$ cat src/rtl/csp_pkg.sv
// Constants and types shared by the codec serial configuration port
package csp_pkg;

	// ****************************************************************
	// Word and counter widths
	// ****************************************************************
	localparam int WORD_W     = 16;
	localparam int POS_W      = 10;
	localparam int FIFO_DEPTH = 16;

	// ****************************************************************
	// Frame timing in bit clock periods
	// ****************************************************************
	localparam logic [9:0] FRAME_LEN_SHORT = 10'h100;
	localparam logic [9:0] FRAME_LEN_LONG  = 10'h200;
	localparam logic [9:0] SEC_START_SHORT = 10'h080;
	localparam logic [9:0] SEC_START_LONG  = 10'h100;
	localparam logic [9:0] PRIM_FIRST      = 10'h001;
	localparam logic [9:0] PRIM_LAST       = 10'h010;
	localparam logic [9:0] CONT_WORD_LAST  = 10'h00F;
	localparam logic [3:0] CASCADE_SHORT_MAX = 4'h4;
	localparam logic [3:0] READBACK_BIT    = 4'h9;

	// ****************************************************************
	// Control registers
	// ****************************************************************
	localparam logic [2:0] REG_NOOP  = 3'h0;
	localparam logic [2:0] REG_CTRL1 = 3'h1;
	localparam logic [2:0] REG_CTRL3 = 3'h3;
	localparam logic [2:0] REG_LAST  = 3'h4;
	localparam int         DAC16_BIT = 0;
	localparam int         CONT_BIT  = 5;
	localparam logic [7:0] CTRL_RST  = 8'h00;
	localparam logic [1:0] ROLE_STANDALONE = 2'h0;

	// ****************************************************************
	// Field positions: secondary word and direct configuration word
	// ****************************************************************
	localparam int SEC_DEV_LSB = 13;
	localparam int SEC_RW_BIT  = 12;
	localparam int SEC_REG_LSB = 9;
	localparam int DCF_DEV_LSB = 12;
	localparam int DCF_REG_LSB = 9;
	localparam logic [3:0] DCF_LAST_BIT = 4'hE;

	// ****************************************************************
	// Types
	// ****************************************************************
	typedef enum logic [1:0] {
		CSP_SLOT_NONE = 2'b00,
		CSP_SLOT_PRIM = 2'b01,
		CSP_SLOT_SEC  = 2'b10
	} csp_slot_t;

	typedef enum logic [1:0] {
		CSP_DC_IDLE = 2'b00,
		CSP_DC_DATA = 2'b01,
		CSP_DC_STOP = 2'b10
	} csp_dc_state_t;

endpackage

$ cat src/rtl/csp_fifo_if.sv
// Valid/ready interface between the port logic and its sample FIFO
`timescale 1ns/10ps
interface csp_fifo_if #(parameter int W = 16);
	logic         wr_valid;
	logic         wr_ready;
	logic [W-1:0] wr_data;
	logic         rd_valid;
	logic         rd_ready;
	logic [W-1:0] rd_data;

	modport fifo_mp (
		input  wr_valid, wr_data, rd_ready,
		output wr_ready, rd_valid, rd_data
	);
	modport user_mp (
		output wr_valid, wr_data, rd_ready,
		input  wr_ready, rd_valid, rd_data
	);
endinterface

$ cat src/rtl/csp_fifo.sv
// Synchronous FIFO holding converter words ahead of the serial shifter
`timescale 1ns/10ps
module csp_fifo #(
	parameter int W     = 16,
	parameter int DEPTH = 16
) (
	input  wire logic   i_sys_clk,
	input  wire logic   i_rst,
	csp_fifo_if.fifo_mp f
);
	import csp_pkg::*;

	localparam int AW = $clog2(DEPTH);

	logic [W-1:0] mem [DEPTH];
	logic [AW:0]  wr_ptr_ff;
	logic [AW:0]  rd_ptr_ff;
	wire          empty = (wr_ptr_ff == rd_ptr_ff);
	wire          full  = (wr_ptr_ff[AW] != rd_ptr_ff[AW]) &&
	                      (wr_ptr_ff[AW-1:0] == rd_ptr_ff[AW-1:0]);
	wire          push  = f.wr_valid && !full;
	wire          pop   = f.rd_ready && !empty;

	assign f.wr_ready = !full;
	assign f.rd_valid = !empty;
	assign f.rd_data  = mem[rd_ptr_ff[AW-1:0]];

	always_ff @(posedge i_sys_clk) begin
		if (push) begin
			mem[wr_ptr_ff[AW-1:0]] <= f.wr_data;
		end
	end

	always_ff @(posedge i_sys_clk or posedge i_rst) begin
		if (i_rst) begin
			wr_ptr_ff <= '0;
			rd_ptr_ff <= '0;
		end else begin
			if (push) begin
				wr_ptr_ff <= wr_ptr_ff + 1'b1;
			end
			if (pop) begin
				rd_ptr_ff <= rd_ptr_ff + 1'b1;
			end
		end
	end
endmodule

$ cat src/rtl/csp_top.sv
// Codec serial port: frame timing, secondary requests, direct configuration
`timescale 1ns/10ps
module csp_top #(
	parameter int FIFO_DEPTH_P = csp_pkg::FIFO_DEPTH
) (
	input  wire logic                       i_sys_clk,
	input  wire logic                       i_rst,
	input  wire logic                       i_bit_clk,
	input  wire logic                       i_serial_data_in,
	input  wire logic                       i_direct_config_serial_in,
	input  wire logic                       i_secondary_request_pin,
	input  wire logic [1:0]                 i_cascade_role_select,
	input  wire logic [3:0]                 i_cascade_count,
	input  wire logic [2:0]                 i_device_addr,
	input  wire logic [csp_pkg::WORD_W-1:0] i_adc_word,
	input  wire logic                       i_adc_valid,
	output logic                            o_adc_ready,
	output logic                            o_frame_sync_strobe,
	output logic                            o_serial_data_out,
	output logic [csp_pkg::WORD_W-1:0]      o_dac_word,
	output logic                            o_dac_valid,
	output logic                            o_sec_pending,
	output logic                            o_dac16_mode,
	output logic                            o_continuous_mode,
	output logic [31:0]                     o_ctrl_regs
);
	import csp_pkg::*;

	// ****************************************************************
	// Input synchronisers and bit clock edges
	// ****************************************************************
	logic [3:0] sync1_ff;
	logic [3:0] sync2_ff;
	logic       sclk_d_ff;
	logic       req_d_ff;
	wire  [3:0] pins_async = {i_bit_clk, i_serial_data_in,
	                          i_direct_config_serial_in, i_secondary_request_pin};
	wire        sclk_s  = sync2_ff[3];
	wire        din_s   = sync2_ff[2];
	wire        direct_config_serial_in_s  = sync2_ff[1];
	wire        req_s   = sync2_ff[0];
	wire        rise_ev = sclk_s && !sclk_d_ff;
	wire        fall_ev = !sclk_s && sclk_d_ff;
	wire        req_pulse = req_s && !req_d_ff;

	always_ff @(posedge i_sys_clk or posedge i_rst) begin
		if (i_rst) begin
			sync1_ff  <= 4'hE;
			sync2_ff  <= 4'hE;
			sclk_d_ff <= 1'b1;
			req_d_ff  <= 1'b0;
		end else begin
			sync1_ff  <= pins_async;
			sync2_ff  <= sync1_ff;
			sclk_d_ff <= sclk_s;
			req_d_ff  <= req_s;
		end
	end

	// ****************************************************************
	// Control registers and mode decode
	// ****************************************************************
	logic [7:0] ctrl_ff [1:4];
	wire        dac16 = ctrl_ff[REG_CTRL1][DAC16_BIT];
	wire        cont  = (i_cascade_role_select == ROLE_STANDALONE) &&
	                    ctrl_ff[REG_CTRL3][CONT_BIT];

	assign o_dac16_mode      = dac16;
	assign o_continuous_mode = cont;
	assign o_ctrl_regs       = {ctrl_ff[4], ctrl_ff[3], ctrl_ff[2], ctrl_ff[1]};

	// ****************************************************************
	// Frame position and slot decode
	// ****************************************************************
	logic [POS_W-1:0] pos_ff;
	logic             sec_run_ff;
	logic             req_ff;
	csp_slot_t        slot_ff;
	logic [3:0]       bit_ff;
	logic [WORD_W-1:0] tx_ff;

	wire              long_frame = (i_cascade_count > CASCADE_SHORT_MAX);
	wire [POS_W-1:0]  frame_last = long_frame ? (FRAME_LEN_LONG - 10'h001)
	                                          : (FRAME_LEN_SHORT - 10'h001);
	wire [POS_W-1:0]  sec_start  = long_frame ? SEC_START_LONG
	                                          : SEC_START_SHORT;
	wire              pos_wrap   = cont ? (pos_ff >= CONT_WORD_LAST)
	                                    : (pos_ff >= frame_last);
	wire [POS_W-1:0]  nxt_pos    = pos_wrap ? '0 : pos_ff + 10'h001;
	wire [POS_W-1:0]  sec_off    = nxt_pos - sec_start;
	wire              prim_fs    = !cont && (nxt_pos == '0);
	wire              cont_fs    = cont && (nxt_pos == CONT_WORD_LAST);
	wire              sec_fs     = !cont && req_ff && (nxt_pos == sec_start);
	wire              in_prim    = !cont && (nxt_pos >= PRIM_FIRST) &&
	                               (nxt_pos <= PRIM_LAST);
	wire              in_sec     = sec_run_ff && (sec_off >= PRIM_FIRST) &&
	                               (sec_off <= PRIM_LAST);
	wire [POS_W-1:0]  prim_idx   = PRIM_LAST - nxt_pos;
	wire [POS_W-1:0]  sec_idx    = PRIM_LAST - sec_off;
	wire [POS_W-1:0]  cont_idx   = CONT_WORD_LAST - nxt_pos;
	csp_slot_t        nxt_slot;
	logic [3:0]       nxt_bit;

	always_comb begin
		nxt_slot = CSP_SLOT_NONE;
		nxt_bit  = 4'h0;
		if (cont) begin
			nxt_slot = CSP_SLOT_PRIM;
			nxt_bit  = cont_idx[3:0];
		end else if (in_prim) begin
			nxt_slot = CSP_SLOT_PRIM;
			nxt_bit  = prim_idx[3:0];
		end else if (in_sec) begin
			nxt_slot = CSP_SLOT_SEC;
			nxt_bit  = sec_idx[3:0];
		end
	end

	// ****************************************************************
	// Transmit word selection and sample FIFO
	// ****************************************************************
	csp_fifo_if #(.W(WORD_W)) adc_q ();

	wire              load_prim = rise_ev && (nxt_slot == CSP_SLOT_PRIM) &&
	                              (nxt_bit == 4'hF);
	wire [WORD_W-1:0] prim_word = adc_q.rd_valid ? adc_q.rd_data : '0;
	wire [WORD_W-1:0] sec_word  = {i_device_addr, 13'h0000};
	wire [WORD_W-1:0] tx_sel    = load_prim ? prim_word : tx_ff;

	assign adc_q.wr_valid = i_adc_valid;
	assign adc_q.wr_data  = i_adc_word;
	assign adc_q.rd_ready = load_prim;
	assign o_adc_ready    = adc_q.wr_ready;

	csp_fifo #(
		.W     (WORD_W),
		.DEPTH (FIFO_DEPTH_P)
	) u_adc_fifo (
		.i_sys_clk (i_sys_clk),
		.i_rst     (i_rst),
		.f         (adc_q)
	);

	// ****************************************************************
	// Receive shifter and word completion
	// ****************************************************************
	logic [WORD_W-1:0] rx_ff;
	wire  [WORD_W-1:0] rx_nxt    = {rx_ff[WORD_W-2:0], din_s};
	wire               in_slot   = fall_ev && (slot_ff != CSP_SLOT_NONE);
	wire               word_done = in_slot && (bit_ff == 4'h0);
	wire               prim_done = word_done && (slot_ff == CSP_SLOT_PRIM);
	wire               sec_done  = word_done && (slot_ff == CSP_SLOT_SEC);
	wire               sw_req    = prim_done && !dac16 && !cont && din_s;
	wire [WORD_W-1:0]  dac_word  = dac16 ? rx_nxt : {rx_nxt[WORD_W-1:1], 1'b0};
	wire               rb_point  = in_slot && (slot_ff == CSP_SLOT_SEC) &&
	                               (bit_ff == READBACK_BIT);
	wire [2:0]         rb_dev    = rx_nxt[6:4];
	wire               rb_read   = rx_nxt[3];
	wire [2:0]         rb_reg    = rx_nxt[2:0];
	wire               rb_ok     = (rb_dev == i_device_addr) && rb_read &&
	                               (rb_reg != REG_NOOP) && (rb_reg <= REG_LAST);
	wire [2:0]         sec_dev   = rx_nxt[SEC_DEV_LSB+2:SEC_DEV_LSB];
	wire [2:0]         sec_reg   = rx_nxt[SEC_REG_LSB+2:SEC_REG_LSB];
	wire               sec_wr    = sec_done && (sec_dev == i_device_addr) &&
	                               !rx_nxt[SEC_RW_BIT] && (sec_reg != REG_NOOP) &&
	                               (sec_reg <= REG_LAST);

	// ****************************************************************
	// Direct configuration receiver
	// ****************************************************************
	csp_dc_state_t dc_state_ff;
	csp_dc_state_t nxt_dc_state;
	logic [3:0]    dc_cnt_ff;
	logic [13:0]   dc_sh_ff;
	wire  [14:0]   dc_word = {dc_sh_ff, direct_config_serial_in_s};
	wire           dc_last = (dc_state_ff == CSP_DC_DATA) && (dc_cnt_ff == DCF_LAST_BIT);
	wire  [2:0]    dc_dev  = dc_word[DCF_DEV_LSB+2:DCF_DEV_LSB];
	wire  [2:0]    dc_reg  = dc_word[DCF_REG_LSB+2:DCF_REG_LSB];
	wire           dc_wr   = fall_ev && dc_last && (dc_dev == i_device_addr) &&
	                         (dc_reg != REG_NOOP) && (dc_reg <= REG_LAST);

	always_comb begin
		nxt_dc_state = dc_state_ff;
		case (dc_state_ff)
			CSP_DC_IDLE: begin
				if (!direct_config_serial_in_s) begin
					nxt_dc_state = CSP_DC_DATA;
				end
			end
			CSP_DC_DATA: begin
				if (dc_last) begin
					nxt_dc_state = CSP_DC_STOP;
				end
			end
			CSP_DC_STOP: begin
				if (direct_config_serial_in_s) begin
					nxt_dc_state = CSP_DC_IDLE;
				end
			end
			default: begin
				nxt_dc_state = CSP_DC_IDLE;
			end
		endcase
	end

	always_ff @(posedge i_sys_clk or posedge i_rst) begin
		if (i_rst) begin
			dc_state_ff <= CSP_DC_IDLE;
			dc_cnt_ff   <= 4'h0;
			dc_sh_ff    <= 14'h0000;
		end else if (fall_ev) begin
			dc_state_ff <= nxt_dc_state;
			dc_cnt_ff   <= (dc_state_ff == CSP_DC_DATA) ? dc_cnt_ff + 4'h1 : 4'h0;
			dc_sh_ff    <= {dc_sh_ff[12:0], direct_config_serial_in_s};
		end
	end

	// ****************************************************************
	// Register writes; direct configuration wins a same-edge clash
	// ****************************************************************
	always_ff @(posedge i_sys_clk or posedge i_rst) begin
		if (i_rst) begin
			for (int i = 1; i <= 4; i++) begin
				ctrl_ff[i] <= CTRL_RST;
			end
		end else begin
			if (sec_wr) begin
				ctrl_ff[sec_reg] <= rx_nxt[7:0];
			end
			if (dc_wr) begin
				ctrl_ff[dc_reg] <= dc_word[7:0];
			end
		end
	end

	// ****************************************************************
	// Secondary request flag; a set beats a same-cycle clear
	// ****************************************************************
	always_ff @(posedge i_sys_clk or posedge i_rst) begin
		if (i_rst) begin
			req_ff <= 1'b0;
		end else if (req_pulse || sw_req) begin
			req_ff <= 1'b1;
		end else if (sec_done) begin
			req_ff <= 1'b0;
		end
	end

	assign o_sec_pending = req_ff;

	// ****************************************************************
	// Bit clock rising edge: frame position, frame sync and data out
	// ****************************************************************
	always_ff @(posedge i_sys_clk or posedge i_rst) begin
		if (i_rst) begin
			pos_ff              <= '0;
			slot_ff             <= CSP_SLOT_NONE;
			bit_ff              <= 4'h0;
			o_frame_sync_strobe <= 1'b0;
			o_serial_data_out   <= 1'b0;
		end else if (rise_ev) begin
			pos_ff              <= nxt_pos;
			slot_ff             <= nxt_slot;
			bit_ff              <= nxt_bit;
			o_frame_sync_strobe <= prim_fs || cont_fs || sec_fs;
			o_serial_data_out   <= (nxt_slot != CSP_SLOT_NONE) && tx_sel[nxt_bit];
		end
	end

	always_ff @(posedge i_sys_clk or posedge i_rst) begin
		if (i_rst) begin
			tx_ff <= '0;
		end else if (load_prim) begin
			tx_ff <= prim_word;
		end else if (rise_ev && sec_fs) begin
			tx_ff <= sec_word;
		end else if (rb_point) begin
			tx_ff[7:0] <= rb_ok ? ctrl_ff[rb_reg] : 8'h00;
		end
	end

	always_ff @(posedge i_sys_clk or posedge i_rst) begin
		if (i_rst) begin
			sec_run_ff <= 1'b0;
		end else if (rise_ev && sec_fs) begin
			sec_run_ff <= 1'b1;
		end else if (sec_done || cont) begin
			sec_run_ff <= 1'b0;
		end
	end

	// ****************************************************************
	// Bit clock falling edge: receive and DAC word output
	// ****************************************************************
	always_ff @(posedge i_sys_clk or posedge i_rst) begin
		if (i_rst) begin
			rx_ff       <= '0;
			o_dac_word  <= '0;
			o_dac_valid <= 1'b0;
		end else begin
			o_dac_valid <= prim_done;
			if (in_slot) begin
				rx_ff <= rx_nxt;
			end
			if (prim_done) begin
				o_dac_word <= dac_word;
			end
		end
	end
endmodule

$ cat config.mk
export PLATFORM = sky130hd
export DESIGN_NAME = csp_top
export DESIGN_NICKNAME = d
export VERILOG_FILES = /design/src/rtl/csp_pkg.sv /design/src/rtl/csp_fifo_if.sv /design/src/rtl/csp_fifo.sv /design/src/rtl/csp_top.sv
export SDC_FILE = /design/constraint.sdc
export NUM_CORES = 1
export LEC_CHECK = 0
export BUFFER_PORTS_ARGS = -buffer_cell sky130_fd_sc_hd__buf_2
export CAP_MARGIN = 40
export CELL_PAD_IN_SITES_DETAIL_PLACEMENT = 2
export CELL_PAD_IN_SITES_GLOBAL_PLACEMENT = 2
export CORE_MARGIN = 3
export CORE_UTILIZATION = 45
export CTS_CLUSTER_SIZE = 24
export DETAILED_ROUTE_END_ITERATION = 8
export PLACE_DENSITY = 0.89
export SYNTH_ARGS = -nofsm -noshare
export SYNTH_HDL_FRONTEND = slang
export SYNTH_SLANG_ARGS = --single-unit
$ cat constraint.sdc
create_clock -name i_sys_clk -period 4.51 [get_ports i_sys_clk]
set_input_delay 0 -clock i_sys_clk [delete_from_list [all_inputs] [get_ports i_sys_clk]]
set_output_delay 0 -clock i_sys_clk [all_outputs]
set_load 0.005 [all_outputs]
==> results.cfg, run 1 <==
[die]
num_rows = 70
io_pins = 87
coreArea_um2 = 37000
dieWidth_um = 201
initial_core_util = 0.462
die_h_um = 201
fp.dieArea_um2 = 40300

[logic_synthesis]
synth_fa_ha_area_frac = 0.0122
synth_edf_count = 256
ys_types = 75
synth_top_family_by_area = multiplexers
synth.top_cell.area_share = 0.451
synth-simple-area-share = 0.0818
syn_area_um2 = 17100
synth_mux_area_frac = 0.149
synth_ff_type = edfxtp_1
netlist_top_cells_count = edfxtp_1 (256), dfrtp_1 (133), nand2_1 (112)
synth_area_leaders = edfxtp_1 (45%), dfrtp_1 (20%), mux4_2 (10%)
synth-xor-area-share = 0.0164
synth_compound_area_frac = 0.0622
synthCells = 1127
synth.most_common_cell = edfxtp_1
yosysSeqAreaShare = 0.657
yosys.area.top_type = edfxtp_1
synth_seq_cells = 396
async_flop_share = 0.354
synth_fp_nets = 1175
syn_avg_cell_area_um2 = 15.1
yosys_warnings = 0

[worst_setup_path]
r2r_cells = 15
path_class = primary input to register
reg2reg_slack_ns = 0.23
crit_fanout = 10
endpoint = o_serial_data_out
path_cells = dlygate4sd3_1 > buf_2 > nor2_1 > dlygate4sd3_1 > nand2_4 > inv_4 > a311o_1 > nand2_1 > nand2_1 > ha_1 > fa_1 > and3_1 > nand4_1 > o32ai_4 > o21a_2 > and2_4 > nor2_1 > o311a_1 > o41ai_2
timing.rr.start = pos_ff[1]
cp-startpoint = i_cascade_role_select[0]
slowest_stage = dlygate4sd3_1
slowest_delay_ns = 0.61
crit_arrival_ns = 4.81
crit_path_start_kind = primary input
end_kind = register
cp.required_ns = 4.99
rr_endpoint = o_serial_data_out

[finish]
drive_gt1_frac = 0.260
design_area_um2 = 19900
final_util = 0.539
final_nets = 1310
areaGrowthSynthToFinish_pct = 16.8
finalNonFillerCells = 1800

[timing]
worst_hold_slack_ns = 0.0489
setup_ws_ns = 0.177
slew_viol_final = 0
fin_setup_tns_ns = 0
fmax_ghz = 0.231
worst_slew_pin_slew_ns = 0.832
hold_viol = 0
period_share = 0.961
finalCriticalPeriod_ns = 4.33
setup_viol = 0
fin_skew_ns = 0.0356
max_slew_margin = 0.443

[worst_hold_path]
hold_path_class = primary input to register

[global_routing]
grt_pass1_vias = 12200
grt_antenna_before_repair = 1
grt_usage = 0.289
grt_pass1_wl_mm = 86.6
grt_max_degree = 89
grt-ovfl-total = 0

[drt]
vias = 11100
wirelength_mm = 57.8
routedWlPerCell_um = 32.1
drc_errors = 0
ant_nets = 0
drt_iter0_drc = 997
viasPerCell = 6.14
first_pass_iters = 5

[placement]
dpl_cell_area_um2 = 18200
dp.cells = 1691
place.gp.congestion = 0.815
pre_cts_ws_ns = 0.321
dp_hpwl_mm = 32.9
port_buffers = 86

[clock_network]
h-tree-depth = 2
cts-root-buf = clkbuf_16
cts_buffer_depth = 3
cts_tree = done
insertion_delay_ns = 0.61
cts.clk_slew.worst_paths_ns = 0.06
cts_buffers = 44
cts_sinks = 396

[pwr]
power_mw = 11.7
irDropWorstVdd_mv = 0.392
powerDensity_nw_per_um2 = 589
power_leakage_nw = 7.59

[run_status]
status = complete, no violations

[job]
cap_violations = 0
==> where the power goes <==
| part | total, mW | switching, mW | internal (mW) |
|---|---|---|---|
| registers | 5.03 | 0.634 | 4.40 |
| logic | 3.07 | 1.77 | 1.30 |
| clock network | 3.63 | 1.60 | 2.03 |
==> critical path: cells and delay by family <==
family / cells / cell delay (ns)
AO/OA/AOI/OAI: 5 / 1.67
adder cells (fa/ha/maj): 2 / 0.74
buffers and inverters: 4 / 1.35
AND/OR/NAND/NOR: 8 / 1.05
==> flip-flops by register name, summed over array words and instances (netlist names), 4 cells and up <==
register,cells
dc_sh_ff,14
tx_ff,16
o_dac_word,16
o_ctrl_regs,32
sync1_ff,4
bit_ff,4
pos_ff,10
sync2_ff,4
u_adc_fifo.wr_ptr_ff,5
u_adc_fifo.rd_ptr_ff,5
dc_cnt_ff,4
rx_ff,15
u_adc_fifo.mem,256
==> timing repair <==
item / in CTS / in global routing
setup buffers: 0 / 1
gates resized for setup: 0 / 9
endpoints found under the setup margin: 0 / 9
endpoints found under the hold margin: 406 / 0
hold buffers: 28 / 0
==> logic make-up (layout without fill, tap and decap cells) <==
| family | count (synthesis) | in the layout |
|---|---|---|
| adders and majority gates | 16 | 16 |
| xor gates and xnor gates | 31 | 31 |
| muxes | 152 | 152 |
| AOI/OAI and AO/OA | 157 | 157 |
| DFF | 396 | 396 |
| other | 0 | 1 |
| and+or+nand+nor | 293 | 293 |
| buffers and inverters | 82 | 250 |
==> cell type report <==
class                   instances  area, um2
diodes                          1       2.50
repair buffers                152       1020
multi-input cells             649       5570
fillers                      3299      17000
well taps                     504        631
clock buffers                  59       1220
inverters                      19       78.8
flip-flops and latches        396      11200
clock inverters                20        196
==> layout by cell type (no fill, tap or decap), drive strengths merged, types with 9 or more instances in the layout <==
master	count
buf	124
dlygate4sd3	28
clkbuf	59
mux4	79
xnor2	17
o21ai	32
mux2i	43
xor2	14
nor2	67
a21oi	43
nand2	113
nand3	14
nand4	9
and2	20
nand2b	17
inv	20
o22ai	9
mux2	30
edfxtp	256
ha	15
and3	10
clkinv	14
dfrtp	133
a31oi	12
==> worst min path at each step <==
stage,startpoint,end,cells past startpoint
CTS,i_direct_config_serial_in,sync1_ff[1],2
global placement,i_direct_config_serial_in,sync1_ff[1],1
global route,i_direct_config_serial_in,sync1_ff[1],2
finish,i_direct_config_serial_in,sync1_ff[1],2
detailed placement,i_rst,o_dac_valid,2
floorplan,i_direct_config_serial_in,sync1_ff[1],0
==> per-layer routing <==
metal / vias up / part of all wire / track usage
li1: 4563 / - / -
met1: 5924 / 0.39 / 0.361
met2: 435 / 0.52 / 0.511
met3: 137 / 0.048 / 0.0431
met4: 0 / 0.039 / 0.112
met5: - / 0 / 0
Power figures use the tool's default switching activity.
==> inputs of run 2 (changes only) <==
==> constraint.sdc (replaced) <==
create_clock -name i_sys_clk -period 4.51 [get_ports i_sys_clk]
set_input_delay 0.2255 -clock i_sys_clk [delete_from_list [all_inputs] [get_ports i_sys_clk]]
set_output_delay 0.2255 -clock i_sys_clk [all_outputs]
set_load 0.005 [all_outputs]
==> results.cfg, run 2 (synthesized netlist as in run 1, its figures left out) <==
[worst_setup_path]
crit_arrival_ns = 4.81
timing.rr.start = pos_ff[1]
path_class = register to register
end_kind = register
r2r_cells = 14
rr_endpoint = o_serial_data_out
path_cells = ha_1 > a311oi_1 > nand3_1 > nand2_1 > buf_4 > nand2b_1 > ha_1 > or4_1 > a31oi_2 > o211a_4 > nand2_1 > a221o_1 > a211oi_1 > o41ai_2
slowest_stage = or4_1
reg2reg_slack_ns = 0.16
crit_path_start_kind = register
slowest_delay_ns = 0.58
crit_fanout = 9
cp.required_ns = 4.97

[run_status]
status = complete, no violations

[finish]
largest_reg_flops = 256
areaGrowthSynthToFinish_pct = 16.0
fillers = 3304
multi_input_area_um2 = 5550
seqCellArea_um2 = 11200
drive_gt1_frac = 0.267
final_util = 0.536
final_nets = 1287
mostFrequentLayoutCells = edfxtp_1 (256), dfrtp_1 (131), nand2_1 (112), buf_2 (86), mux4_2 (79)
final_common_cell = edfxtp_1
n_antenna_cell = 0

[drt]
first_pass_iters = 5
ant_nets = 0
drt_iter0_drc = 837
wirelength_mm = 56.1
vias = 10900
routedWlPerCell_um = 31.5
viasPerCell = 6.12
drc_errors = 0

[worst_hold_path]
hold_path_class = primary input to register
hold_path_end = u_adc_fifo.mem[6][5]
holdPathStages = 1
hp-start = i_adc_word[5]

[clock_network]
cts_buffers = 44
cts_tree = done
cts.clk_slew.worst_paths_ns = 0.07
h-tree-depth = 2
cts-root-buf = clkbuf_16
insertion_delay_ns = 0.58
cts_sinks = 396
cts_buffer_depth = 3

[job]
cap_violations = 0

[timing]
period_share = 0.964
hold_viol = 0
fmax_ghz = 0.230
slew_viol_final = 0
fin_skew_ns = 0.0234
fin_setup_tns_ns = 0
finalCriticalPeriod_ns = 4.35
worst_slew_pin_slew_ns = 0.894
setup_viol = 0
max_slew_margin = 0.402

[global_routing]
grt_pass1_vias = 12300
grt_antenna_before_repair = 2
globalRouteMet1Util = 0.343
grt_usage = 0.279
grt_max_degree = 88
grt-busiest-layer = met2
grt_pass1_wl_mm = 83.9
use_met2 = 0.497
met3_usage = 0.0438
grt-ovfl-total = 0

[placement]
place.gp.congestion = 0.818
port_buffers = 86
dp_hpwl_mm = 32.8

[die]
die_h_um = 201
fp.dieArea_um2 = 40300
num_rows = 70
dieWidth_um = 201
initial_core_util = 0.462
io_pins = 87
coreArea_um2 = 37000

[pwr]
power_leakage_nw = 7.54
powerDensity_nw_per_um2 = 602
irDropWorstVdd_mv = 0.407
## run 2: cell types whose count changed in the layout (fill, tap and decap cells not counted), sizes merged
cell,before,now
dlygate4sd3,28,6
bufinv,2,5
clkbuf,59,56
buf,124,123
clkinv,14,15
diode,1,0
inv,20,21
## run 2: report_power, final
part	switching (mW)	internal [mW]
registers	0.641	4.40
logic	1.75	1.31
clock network	1.58	2.25
total	3.97	7.95
## run 2: worst max path at each step
stage	endpoint	slack, ns	startpoint	depth (start not counted)
after detailed placement	o_serial_data_out	0.19	i_cascade_count[0]	16
after global routing	o_serial_data_out	-0.04	pos_ff[1]	14
after floorplan	o_serial_data_out	0.40	pos_ff[1]	18
after CTS	o_serial_data_out	0.18	pos_ff[1]	14
final	o_serial_data_out	0.16	pos_ff[1]	14
after global placement	o_serial_data_out	0.40	i_cascade_count[0]	16
## run 2: repair_timing
action / in CTS / in global routing
buffers inserted: 0 / 1
hold endpoints to repair: 119 / 0
hold buffers: 6 / 0
endpoints found under the setup margin: 0 / 5
gates resized for setup: 0 / 3
## run 2: worst max-delay path: cells and delay by family, from the launching register on
| kind | cells | cell delay, ns |
|---|---|---|
| fa+ha+maj | 2 | 0.65 |
| compound gates | 6 | 1.76 |
| buf+inv | 1 | 0.18 |
| simple gates | 5 | 1.21 |
| flops | 1 | 0.44 |
## run 2: layout make-up
type | instances | share of cell area
sequential | 396 | 0.566
multi-input combinational | 649 | 0.280
clock buffer | 56 | 0.0625
timing repair buffer | 129 | 0.0404
tap | 504 | 0.0319
clock inverter | 25 | 0.0152
inverter | 19 | 0.00386
## run 2: metal layers
layer	up-vias	share of wire
met5	-	0.00037
met4	4	0.039
met3	137	0.051
met2	407	0.53
met1	5819	0.38
li1	4521	-
## run 2: metrics by stage
step	cell area (um2)	setup slack, ns	power, mW	cells	hold slack [ns]
final	19800	0.161	11.9	1778	0.0282
after global routing	19800	-0.0410	12.4	1778	0.0258
after CTS	19800	0.183	11.9	1777	0.0122
after detailed placement	18200	0.194	7.96	1690	0.189
after global placement	18100	0.402	7.66	1689	0.330
after floorplan	17100	0.402	6.88	1127	0.230
==> inputs of run 3 (changes only) <==
clock period = 4.24 ns   (was 4.51 ns; I/O delays follow)
==> results.cfg, run 3 (synthesized netlist as in run 1, its figures left out) <==
[finish]
finalNonFillerCells = 1784
fillers = 3308
mostFrequentLayoutCells = edfxtp_1 (256), dfrtp_1 (131), nand2_1 (110), buf_2 (86), mux4_2 (79)
areaGrowthSynthToFinish_pct = 15.7
n_antenna_cell = 0
drive_gt1_frac = 0.267
final_common_cell = edfxtp_1
largest_reg_flops = 256
final_nets = 1297

[clock_network]
cts_buffers = 42
cts_tree = done
cts_sinks = 396
h-tree-depth = 2
insertion_delay_ns = 0.60
cts-root-buf = clkbuf_16
cts_buffer_depth = 3
cts.clk_slew.worst_paths_ns = 0.06

[worst_hold_path]
hold_path_class = primary input to register
hold_path_end = u_adc_fifo.mem[15][3]
hp-start = i_adc_word[3]
holdPathStages = 1

[global_routing]
grt_max_degree = 71
grt_pass1_vias = 12100
grt-ovfl-total = 0
grt_usage = 0.270
grt_pass1_wl_mm = 81.5
grt_antenna_before_repair = 2

[timing]
period_share = 0.970
fmax_ghz = 0.243
setup_viol = 0
finalCriticalPeriod_ns = 4.11
slew_viol_final = 0
fin_skew_ns = 0.0315
worst_slew_pin_slew_ns = 0.836
hold_viol = 0
max_slew_margin = 0.441

[worst_setup_path]
slowest_delay_ns = 0.45
slowest_stage = o211ai_2
crit_fanout = 9
rr_endpoint = o_serial_data_out
r2r_cells = 15
cp.required_ns = 4.71
end_kind = register
reg2reg_slack_ns = 0.13
path_class = register to register
timing.rr.start = pos_ff[0]
crit_arrival_ns = 4.58
crit_path_start_kind = register
path_cells = ha_1 > and4_4 > a311o_1 > nand2_2 > nand2_1 > ha_1 > fa_1 > and3_1 > nand4_1 > o32ai_4 > o211ai_2 > nand2_1 > a211oi_1 > o41ai_1 > o41ai_2

[pwr]
irDropWorstVdd_mv = 0.416
power_leakage_nw = 7.51
powerDensity_nw_per_um2 = 627
power_mw = 12.4

[die]
dieWidth_um = 201
io_pins = 87
coreArea_um2 = 37000
initial_core_util = 0.462
fp.dieArea_um2 = 40300
num_rows = 70
die_h_um = 201

[drt]
routedWlPerCell_um = 30.5
ant_nets = 0
drc_errors = 0
wirelength_mm = 54.4
vias = 10800
drt_iter0_drc = 936
first_pass_iters = 4
viasPerCell = 6.08

[job]
cap_violations = 0

[placement]
place.gp.congestion = 0.812
port_buffers = 86
dp.cells = 1694
dp_hpwl_mm = 33.1

[run_status]
status = complete, no violations
[run 3: metal layers]
metal	global-route usage	routed length [um]	vias to the layer above
met5	0	23	-
met4	0.0881	1610	4
met3	0.0422	2380	110
met2	0.490	29200	355
met1	0.331	21200	5842
li1	-	-	4527
[run 3: worst max-delay path: cells and delay by family (launching register included)]
kind	cells	cell delay, ns
flops	1	0.41
compound gates	6	1.76
fa+ha+maj	3	0.92
simple gates	6	0.91
[run 3: power breakdown]
group	total, mW	switching, mW	leakage, nW	internal [mW]
logic	3.31	1.88	2.70	1.43
clock network	3.74	1.61	0.675	2.12
registers	5.34	0.659	4.13	4.68
[run 3: cell type report]
class	instances	area [um2]	area share
clock inverter	25	278	0.0141
multi-input combinational	649	5580	0.283
sequential	396	11200	0.567
inverter	19	76.3	0.00387
tap	504	631	0.0319
timing repair buffer	141	876	0.0444
clock buffer	50	1100	0.0558
[run 3: how the worst max path moves through the flow]
| stage | startpoint | endpoint | cells past startpoint |
|---|---|---|---|
| 6_report | pos_ff[0] | o_serial_data_out | 15 |
| 5_1_grt | pos_ff[0] | o_serial_data_out | 15 |
| 4_1_cts | pos_ff[0] | o_serial_data_out | 15 |
| 3_5_place_dp | i_cascade_count[0] | o_serial_data_out | 17 |
| 3_3_place_gp | i_cascade_count[0] | o_serial_data_out | 18 |
| 2_1_floorplan | pos_ff[1] | o_serial_data_out | 18 |
[run 3: repair_timing]
item	in CTS	in global routing
endpoints found under the setup margin	1	1
hold buffers	13	0
pin swaps	2	4
endpoints found under the hold margin	184	0
resized for setup	6	5
buffers inserted	1	1
[run 3: per-stage QoR]
| step | TNS (ns) | utilization | setup WS [ns] | area, um2 | hold WS, ns |
|---|---|---|---|---|---|
| after floorplan | 0 | - | 0.132 | 17100 | 0.216 |
| after global placement | 0 | 0.491 | 0.220 | 18200 | 0.317 |
| after detailed placement | -0.0217 | 0.491 | -0.0217 | 18200 | 0.319 |
| after CTS | 0 | 0.533 | 0.0181 | 19700 | 0.00289 |
| after global routing | -0.00711 | 0.534 | -0.00711 | 19700 | 0.0263 |
| final | 0 | 0.534 | 0.126 | 19700 | 0.0228 |
